File: src/core/flash_pkg.sv
// Constants shared by the flash command and protection block
package flash_pkg;
	// Register byte addresses on the APB
	localparam logic [7:0] OFS_PROT = 8'h00;
	localparam logic [7:0] OFS_STAT = 8'h04;
	localparam logic [7:0] OFS_CMD = 8'h08;
	localparam logic [7:0] OFS_CTRL = 8'h0c;
	localparam logic [7:0] OFS_ADDR = 8'h10;
	localparam logic [7:0] OFS_DATA = 8'h14;
	localparam logic [7:0] OFS_ISTAT = 8'h18;
	localparam logic [7:0] OFS_ICLR = 8'h1c;
	localparam logic [7:0] OFS_IEN = 8'h20;
	localparam logic [7:0] OFS_SEC = 8'h24;
	// Status register fields
	localparam int unsigned BIT_CBEF = 7;
	localparam int unsigned BIT_CCF = 6;
	localparam int unsigned BIT_PVIOL = 5;
	localparam int unsigned BIT_ACCERR = 4;
	localparam int unsigned BIT_BLANK = 2;
	// Protection register fields
	localparam int unsigned BIT_PDIS = 0;
	localparam int unsigned PROT_PAGE_BITS = 9;
	// Control register: divider configured flag
	localparam int unsigned BIT_DIV_READY = 0;
	// Interrupt status, clear and enable layout
	localparam int unsigned IRQ_W = 3;
	localparam int unsigned IRQ_DONE = 0;
	localparam int unsigned IRQ_PVIOL = 1;
	localparam int unsigned IRQ_ACCERR = 2;
	// Command codes
	localparam logic [7:0] CMD_BLANK = 8'h05;
	localparam logic [7:0] CMD_BYTE = 8'h20;
	localparam logic [7:0] CMD_BURST = 8'h25;
	localparam logic [7:0] CMD_PAGE = 8'h40;
	localparam logic [7:0] CMD_MASS = 8'h41;
	// Reset values and the unsecured security code
	localparam logic [7:0] CMD_RESET = 8'h00;
	localparam logic [7:0] PROT_RESET = 8'h00;
	localparam logic [1:0] SEC_RESET = 2'h0;
	localparam logic [1:0] SEC_UNSECURED = 2'h2;
	// Operation times in ns and derived cycle counts at 20 MHz
	localparam int unsigned CLK_NS = 50;
	localparam int unsigned BLANK_NS = 100000;
	localparam int unsigned BYTE_PROG_NS = 45000;
	localparam int unsigned BURST_PROG_NS = 20000;
	localparam int unsigned PAGE_ERASE_NS = 20000000;
	localparam int unsigned MASS_ERASE_NS = 100000000;
	localparam int unsigned BLANK_CYC = (BLANK_NS + CLK_NS - 1) / CLK_NS;
	localparam int unsigned BYTE_PROG_CYC = (BYTE_PROG_NS + CLK_NS - 1) / CLK_NS;
	localparam int unsigned BURST_PROG_CYC = (BURST_PROG_NS + CLK_NS - 1) / CLK_NS;
	localparam int unsigned PAGE_ERASE_CYC = (PAGE_ERASE_NS + CLK_NS - 1) / CLK_NS;
	localparam int unsigned MASS_ERASE_CYC = (MASS_ERASE_NS + CLK_NS - 1) / CLK_NS;
	localparam int unsigned CNT_W = 22;
	// Launch sequence progress
	typedef enum logic [1:0] {SEQ_IDLE, SEQ_DATA, SEQ_CMD} seq_e;
endpackage

File: src/core/flash_op_engine.sv
// Array operation timer: runs one command for its fixed duration
`timescale 1ns/1ps
`default_nettype none
module flash_op_engine
	import flash_pkg::*;
#(
	parameter int unsigned PAGE_CYC = flash_pkg::PAGE_ERASE_CYC,
	parameter int unsigned MASS_CYC = flash_pkg::MASS_ERASE_CYC
) (
	input wire logic pclk,
	input wire logic presetn,
	input wire logic start,
	input wire logic [7:0] cmd,
	input wire logic abort,
	output logic busy,
	output logic done
);
	logic [CNT_W-1:0] cnt;
	logic [CNT_W-1:0] load_cnt;

	// Duration per command; unknown codes never reach here
	always_comb begin
		case (cmd)
			CMD_BLANK: load_cnt = CNT_W'(BLANK_CYC);
			CMD_BYTE: load_cnt = CNT_W'(BYTE_PROG_CYC);
			CMD_BURST: load_cnt = CNT_W'(BURST_PROG_CYC);
			CMD_PAGE: load_cnt = CNT_W'(PAGE_CYC);
			CMD_MASS: load_cnt = CNT_W'(MASS_CYC);
			default: load_cnt = CNT_W'(1);
		endcase
	end

	// Countdown; abort (stop entry) wins over everything
	always_ff @(posedge pclk or negedge presetn) begin
		if (!presetn) begin
			busy <= 1'b0;
			cnt <= '0;
		end else if (abort) begin
			busy <= 1'b0;
			cnt <= '0;
		end else if (start) begin
			busy <= 1'b1;
			cnt <= load_cnt;
		end else if (busy) begin
			if (cnt == CNT_W'(1))
				busy <= 1'b0;
			cnt <= cnt - CNT_W'(1);
		end
	end

	// One-cycle completion pulse, suppressed by an abort
	always_ff @(posedge pclk or negedge presetn) begin
		if (!presetn)
			done <= 1'b0;
		else
			done <= busy && cnt == CNT_W'(1) && !abort;
	end
endmodule // flash_op_engine
`default_nettype wire

File: src/core/flash_protect_status_cmd.sv
// Flash protection, status and command registers over APB
`timescale 1ns/1ps
`default_nettype none
module flash_protect_status_cmd
	import flash_pkg::*;
#(
	parameter int unsigned PAGE_CYC = flash_pkg::PAGE_ERASE_CYC,
	parameter int unsigned MASS_CYC = flash_pkg::MASS_ERASE_CYC
) (
	input wire logic pclk,
	input wire logic presetn,
	input wire logic psel,
	input wire logic penable,
	input wire logic pwrite,
	input wire logic [7:0] paddr,
	input wire logic [31:0] pwdata,
	output logic [31:0] prdata,
	output logic pready,
	output logic pslverr,
	input wire logic [7:0] nonvolatile_protection_byte,
	input wire logic [1:0] nonvolatile_security_code,
	input wire logic debug_prot_write,
	input wire logic [7:0] debug_prot_data,
	input wire logic stop_entry,
	input wire logic array_blank,
	output logic [1:0] security_state_code,
	output logic irq
);
	// Register state, decoded strobes and engine handshake
	logic loaded, command_buffer_empty_flag, command_complete_flag, protection_violation_flag;
	logic access_error_flag, blank_verified_flag, div_ready, pending;
	logic [7:0] protection_register, command_register, pend_cmd, run_cmd;
	logic [15:0] target_addr, unprot_end;
	logic [IRQ_W-1:0] irq_status, irq_enable;
	seq_e seq;
	logic setup, wr, mapped, stat_wr, cmd_wr, data_wr, prot_wr, cmd_legal, prot_hit;
	logic launch_req, launch_ok, acc_set, pviol_set, blank_ok;
	logic [31:0] rd_mux;
	logic eng_busy, eng_done, eng_start, eng_abort;

	// APB phases; a write takes effect only in the access cycle
	assign setup = psel && !penable;
	assign wr = psel && penable && pwrite && pready;
	assign stat_wr = wr && paddr == OFS_STAT;
	assign cmd_wr = wr && paddr == OFS_CMD;
	assign data_wr = wr && paddr == OFS_DATA;
	assign prot_wr = wr && paddr == OFS_PROT;
	// Address decode; anything else answers with an error and has no effect
	assign mapped = paddr inside {OFS_PROT, OFS_STAT, OFS_CMD, OFS_CTRL, OFS_ADDR, OFS_DATA,
		OFS_ISTAT, OFS_ICLR, OFS_IEN, OFS_SEC};

	// Read mux; write-only registers read as zero
	always_comb begin
		rd_mux = 32'h0;
		case (paddr)
			OFS_PROT: rd_mux[7:0] = protection_register;
			OFS_STAT: begin
				rd_mux[BIT_CBEF] = command_buffer_empty_flag;
				rd_mux[BIT_CCF] = command_complete_flag;
				rd_mux[BIT_PVIOL] = protection_violation_flag;
				rd_mux[BIT_ACCERR] = access_error_flag;
				rd_mux[BIT_BLANK] = blank_verified_flag; // bits 3,1,0 stay zero
			end
			OFS_CTRL: rd_mux[BIT_DIV_READY] = div_ready;
			OFS_ADDR: rd_mux[15:0] = target_addr;
			OFS_ISTAT: rd_mux[IRQ_W-1:0] = irq_status;
			OFS_IEN: rd_mux[IRQ_W-1:0] = irq_enable;
			OFS_SEC: rd_mux[1:0] = security_state_code;
			default: rd_mux = 32'h0; // command register reads zero
		endcase
	end
	// No wait state: answer is registered in the setup cycle
	always_ff @(posedge pclk or negedge presetn) begin
		if (!presetn) begin
			pready <= 1'b0;
			prdata <= 32'h0;
			pslverr <= 1'b0;
		end else begin
			pready <= setup;
			prdata <= (setup && !pwrite) ? rd_mux : 32'h0;
			pslverr <= setup && !mapped;
		end
	end
	// Legal codes and protection check
	always_comb begin
		case (pwdata[7:0])
			CMD_BLANK, CMD_BYTE, CMD_BURST, CMD_PAGE, CMD_MASS: cmd_legal = 1'b1;
			default: cmd_legal = 1'b0;
		endcase
	end
	assign unprot_end = {protection_register[7:1], {PROT_PAGE_BITS{1'b1}}};
	always_comb begin
		prot_hit = 1'b0;
		if (!protection_register[BIT_PDIS]) begin
			case (command_register)
				CMD_MASS: prot_hit = 1'b1;
				CMD_BYTE, CMD_BURST, CMD_PAGE: prot_hit = target_addr > unprot_end;
				default: prot_hit = 1'b0;
			endcase
		end
	end
	// Launch qualification; blank check never touches protection
	assign launch_req = stat_wr && pwdata[BIT_CBEF];
	always_comb begin
		acc_set = 1'b0;
		pviol_set = 1'b0;
		launch_ok = 1'b0;
		if (stop_entry && (eng_busy || pending))
			acc_set = 1'b1;
		if (cmd_wr && (seq != SEQ_DATA || !cmd_legal))
			acc_set = 1'b1;
		if (data_wr && (seq == SEQ_CMD || !command_buffer_empty_flag))
			acc_set = 1'b1;
		if (launch_req) begin
			if (seq != SEQ_CMD || !command_buffer_empty_flag || !div_ready)
				acc_set = 1'b1;
			else if (command_register != CMD_BURST && (eng_busy || pending))
				acc_set = 1'b1;
			else if (prot_hit)
				pviol_set = 1'b1;
			else if (!stop_entry)
				launch_ok = 1'b1;
		end
	end
	// Launch sequence tracking; any step out of order restarts it
	always_ff @(posedge pclk or negedge presetn) begin
		if (!presetn)
			seq <= SEQ_IDLE;
		else if (launch_req || acc_set)
			seq <= SEQ_IDLE;
		else if (data_wr)
			seq <= SEQ_DATA;
		else if (cmd_wr)
			seq <= SEQ_CMD;
	end
	// Command and address capture; command register clears after launch
	always_ff @(posedge pclk or negedge presetn) begin
		if (!presetn) begin
			command_register <= CMD_RESET;
			target_addr <= 16'h0;
		end else begin
			if (cmd_wr && seq == SEQ_DATA && cmd_legal)
				command_register <= pwdata[7:0];
			else if (launch_req)
				command_register <= CMD_RESET;
			if (wr && paddr == OFS_ADDR)
				target_addr <= pwdata[15:0];
		end
	end
	// Protection register: strap load after reset release, then guarded writes
	always_ff @(posedge pclk or negedge presetn) begin
		if (!presetn) begin
			loaded <= 1'b0;
			protection_register <= PROT_RESET;
		end else if (!loaded) begin
			loaded <= 1'b1;
			protection_register <= nonvolatile_protection_byte;
		end else if (debug_prot_write) begin
			protection_register <= debug_prot_data;
		end else if (prot_wr && !protection_register[BIT_PDIS]) begin
			if (pwdata[7:1] < protection_register[7:1])
				protection_register[7:1] <= pwdata[7:1];
		end // disabled: writes ignored
	end
	// Divider-ready control and interrupt enables
	always_ff @(posedge pclk or negedge presetn) begin
		if (!presetn) begin
			div_ready <= 1'b0;
			irq_enable <= '0;
		end else begin
			if (wr && paddr == OFS_CTRL)
				div_ready <= pwdata[BIT_DIV_READY];
			if (wr && paddr == OFS_IEN)
				irq_enable <= pwdata[IRQ_W-1:0];
		end
	end
	// Single-entry buffer feeding the engine; stop entry flushes it
	assign eng_abort = stop_entry && (eng_busy || pending);
	assign eng_start = pending && !eng_busy && !eng_abort;
	always_ff @(posedge pclk or negedge presetn) begin
		if (!presetn) begin
			pending <= 1'b0;
			pend_cmd <= CMD_RESET;
			run_cmd <= CMD_RESET;
		end else if (eng_abort) begin
			pending <= 1'b0;
		end else if (launch_ok) begin
			pending <= 1'b1;
			pend_cmd <= command_register;
		end else if (eng_start) begin
			pending <= 1'b0;
			run_cmd <= pend_cmd;
		end
	end
	flash_op_engine #(
		.PAGE_CYC(PAGE_CYC),
		.MASS_CYC(MASS_CYC)
	) flash_op_engine_inst (
		.pclk(pclk),
		.presetn(presetn),
		.start(eng_start),
		.cmd(pend_cmd),
		.abort(eng_abort),
		.busy(eng_busy),
		.done(eng_done)
	);

	// Buffer-empty: cleared by launch, set when the buffer moves to the array
	always_ff @(posedge pclk or negedge presetn) begin
		if (!presetn)
			command_buffer_empty_flag <= 1'b1;
		else if (launch_ok)
			command_buffer_empty_flag <= 1'b0;
		else if (eng_start || eng_abort)
			command_buffer_empty_flag <= 1'b1;
	end

	// Complete flag follows idleness; writes never reach it
	always_ff @(posedge pclk or negedge presetn) begin
		if (!presetn)
			command_complete_flag <= 1'b1;
		else if (launch_ok)
			command_complete_flag <= 1'b0;
		else
			command_complete_flag <= !pending && !eng_busy;
	end

	// Error flags: hardware set wins over a write-one clear
	always_ff @(posedge pclk or negedge presetn) begin
		if (!presetn) begin
			protection_violation_flag <= 1'b0;
			access_error_flag <= 1'b0;
		end else begin
			if (pviol_set)
				protection_violation_flag <= 1'b1;
			else if (stat_wr && pwdata[BIT_PVIOL])
				protection_violation_flag <= 1'b0;
			if (acc_set)
				access_error_flag <= 1'b1;
			else if (stat_wr && pwdata[BIT_ACCERR])
				access_error_flag <= 1'b0;
		end
	end

	// Blank result and the unlock it grants
	assign blank_ok = eng_done && run_cmd == CMD_BLANK && array_blank;
	always_ff @(posedge pclk or negedge presetn) begin
		if (!presetn) begin
			blank_verified_flag <= 1'b0;
			security_state_code <= SEC_RESET;
		end else begin
			if (blank_ok)
				blank_verified_flag <= 1'b1;
			else if (launch_ok)
				blank_verified_flag <= 1'b0;
			if (!loaded)
				security_state_code <= nonvolatile_security_code;
			else if (blank_ok)
				security_state_code <= SEC_UNSECURED;
		end
	end

	// Sticky interrupt causes; a clear in the same cycle loses to the event
	always_ff @(posedge pclk or negedge presetn) begin
		if (!presetn) begin
			irq_status <= '0;
			irq <= 1'b0;
		end else begin
			irq_status <= (irq_status & ~((wr && paddr == OFS_ICLR) ? pwdata[IRQ_W-1:0] : '0))
				| {acc_set, pviol_set, eng_done};
			irq <= |(irq_status & irq_enable);
		end
	end
endmodule // flash_protect_status_cmd
`default_nettype wire

File: config.mk
export PLATFORM = sky130hd
export DESIGN_NAME = flash_protect_status_cmd
export DESIGN_NICKNAME = d
export VERILOG_FILES = /design/src/core/flash_pkg.sv /design/src/core/flash_op_engine.sv /design/src/core/flash_protect_status_cmd.sv
export SDC_FILE = /design/constraint.sdc
export NUM_CORES = 1
export LEC_CHECK = 0
export BUFFER_PORTS_ARGS = -buffer_cell sky130_fd_sc_hd__buf_2
export CELL_PAD_IN_SITES_DETAIL_PLACEMENT = 1
export CELL_PAD_IN_SITES_GLOBAL_PLACEMENT = 2
export CORE_ASPECT_RATIO = 1.4
export CORE_MARGIN = 3
export CORE_UTILIZATION = 32
export DETAILED_ROUTE_END_ITERATION = 10
export GPL_TIMING_DRIVEN = 0
export PLACE_DENSITY = 0.81
export SYNTH_ARGS = -nofsm -noshare
export SYNTH_HDL_FRONTEND = slang
export SYNTH_SLANG_ARGS = --single-unit
File: constraint.sdc
create_clock -name pclk -period 2.4 [get_ports pclk]
set_input_delay 0.6 -clock pclk [delete_from_list [all_inputs] [get_ports pclk]]
set_output_delay 0.6 -clock pclk [all_outputs]
set_load 0.01 [all_outputs]
==> qor.yml <==
critical_path:
  r2r_end: "flash_op_engine_inst.cnt[14]"
  critPathArrivalTime_ps: 2660
  criticalPathCategory: "flip-flop to flip-flop"
  cp_max_fo: 7
  end_kind: "flip-flop"
  rr_worst_depth: 7
  ff2ff_setup_slack_ps: -20
  start_kind: "flip-flop"
  r2r_start: "flash_op_engine_inst.cnt[6]"
  required_ps: 2640
final_layout:
  final_cell_area_um2: 7140
  insertedDiodeCount: 0
  drive_above_1_share: 0.302
  fin_cells: 925
  utilization: 0.410
  syn2layout_area_growth_pct: 25.8
  nets: 765
synth:
  yosysSeqAreaShare: 0.481
  avgSynthCellArea_um2: 10.0
  synth_warnings: 0
  ys_async_sr_fraction: 1.00
  synthTopCellsByCount: "107 x dfrtp_1, 48 x nand2_1, 48 x o21ai_0"
  syn_inst: 565
  yosysMostFrequentCell: "dfrtp_1"
  synth_area_leaders: "dfrtp_1 47%, mux2_2 6.5%, o21ai_0 4.2%"
  synth_area_um2: 5670
  synth_edf_count: 0
  synthFlopType: "dfrtp_1"
  yosysTopAreaCell: "dfrtp_1"
  synthDistinctLibCells: 69
  ys_ff_latch: 109
  synth_top_cell_area_share: 0.472
clocking:
  cts_tree: "yes"
  cts_max_level: 3
  cts_made_buffers: 9
  cts.path.max_buffers: 2
  cts_root_buffer: "clkbuf_16"
  cts.sink_count: 109
  clkTransAtPathRegs_ps: 80
  worstSkewPairLatency_ps: 360
floorplanning:
  dieArea_um2: 19400
  start_util: 0.326
  core_area_um2: 17400
  die_x_um: 119
  rows: 57
  die_h_um: 164
  io_pins: 103
placement:
  dp_hpwl_um: 13300
  place_congestion: 0.836
  port-buffer-count: 69
  placed_cells: 886
  dpl-instance-area_um2: 6450
timing:
  skew_ps: 10.4
  worst_slack_ps: -17.8
  hold_viol_final: 0
  finalCritPeriodShare: 1.01
  slew_viol_final: 0
  slew_headroom: 0.415
  tightestPinTransition_ps: 871
  rsz0062_at_grt: "yes"
  timing.fmax_mhz: 414
  tns_ps: -17.8
  setup-violations-final: 1
  fin_crit_ps: 2420
flow_run:
  maxCapViolCount: 0
detailed_routing:
  route.detailed.drc: 0
  drtIter0Drc: 240
  first_pass_iters: 5
  routed_wl_um: 18000
  viasPerCell: 5.27
  wl_per_cell_um: 19.5
  vias: 4879
  drtAntennaViolNets: 0
power_and_ir_drop:
  ir_worst_vdd_mv: 0.297
  fin_total_pwr_mw: 3.87
  power.leakage_nw: 3.34
  pwr_density_cell_nw_per_um2: 542
global_routing:
  overflow: 0
  grt_pass1_wl_um: 28600
  gr-usage-all-layers: 0.187
  grt_pass1_vias: 5297
  grt_max_degree: 64
  antenna_found_initial: 0
outcome:
  status: "finished, violations left"
  violations: "setup timing"
min_path:
  hold_class: "input port to async pin"
-- area by class of cell --
class | instances | area (um^2)
clock inverter | 6 | 68.8
multi-input combinational | 415 | 2940
tap | 236 | 295
clock buffer | 10 | 239
inverter | 20 | 75.1
fill | 2013 | 10300
buffer | 34 | 209
sequential | 109 | 2730
timing repair buffer | 95 | 586
-- worst max path at each step --
stage / from / endpoint / cells after the start
6_report: flash_op_engine_inst.cnt[6] / flash_op_engine_inst.cnt[14] / 7
3_5_place_dp: paddr[5] / target_addr[5] / 7
5_1_grt: flash_op_engine_inst.cnt[5] / flash_op_engine_inst.cnt[14] / 6
2_1_floorplan: paddr[5] / pend_cmd[2] / 8
3_3_place_gp: presetn / flash_op_engine_inst.cnt[13] / 1
4_1_cts: flash_op_engine_inst.cnt[5] / flash_op_engine_inst.cnt[14] / 6
-- flip-flops by register name, summed over array words and instances, names as in the netlist, 2 cells and up --
name and flops:
prdata 16, pend_cmd 8, seq 2, protection_register 8, flash_op_engine_inst.cnt 22, target_addr 16
security_state_code 2, run_cmd 8, command_register 8, irq_enable 3, irq_status 3
-- metrics by stage --
step           setup WS [ps]  hold slack (ps)
2_1_floorplan          -73.9              304
3_3_place_gp            -588              464
3_5_place_dp            -516              475
4_1_cts                -55.7              363
5_1_grt                -59.2              398
6_report               -17.8              331
-- repair_timing --
action | CTS | global route
resized for setup | 24 | 28
hold buffers | 0 | 0
pin swaps | 13 | 6
setup endpoints to repair | 47 | 41
buffers inserted | 16 | 10
-- cell families after synthesis --
| logic type | synth area share |
|---|---|
| AO/OA/AOI/OAI | 0.152 |
| XOR/XNOR | 0.0108 |
| adder cells (fa/ha/maj) | 0.0331 |
| buffers and inverters | 0.0494 |
| flip-flops | 0.481 |
| multiplexers | 0.0920 |
| other | 0.00132 |
| AND/OR/NAND/NOR | 0.180 |
-- layer usage --
layer,part of all wire,up-vias,GRT usage
met2,0.54,109,0.358
met1,0.38,2468,0.197
met4,0.041,0,0.0854
met3,0.033,40,0.0336
met5,0,-,0
li1,-,2262,-
-- where the power goes --
group	switching, mW	internal [mW]	total (mW)
registers	0.0393	1.87	1.91
logic	0.225	0.160	0.385
clock network	0.729	0.847	1.58
-- critical path, stage by stage (launching register included) --
cell and delay [ps]:
dfrtp_1 390, or4_4 560, or3_4 350, buf_6 150
or3_4 350, o31a_2 290, o21ai_1 150, o21ai_2 80
-- placed cells by master, fill, tap and decap left out, drive strengths merged, types with 16 or more instances in the layout --
cell | Yosys | layout
buf | 19 | 114
nor3 | 16 | 16
clkbuf | 17 | 25
conb | 2 | 17
mux2 | 33 | 33
inv | 20 | 22
nand2 | 48 | 48
nor2 | 38 | 38
a21oi | 30 | 30
dfrtp | 107 | 107
o21ai | 50 | 50
Power figures use the tool's default switching activity.
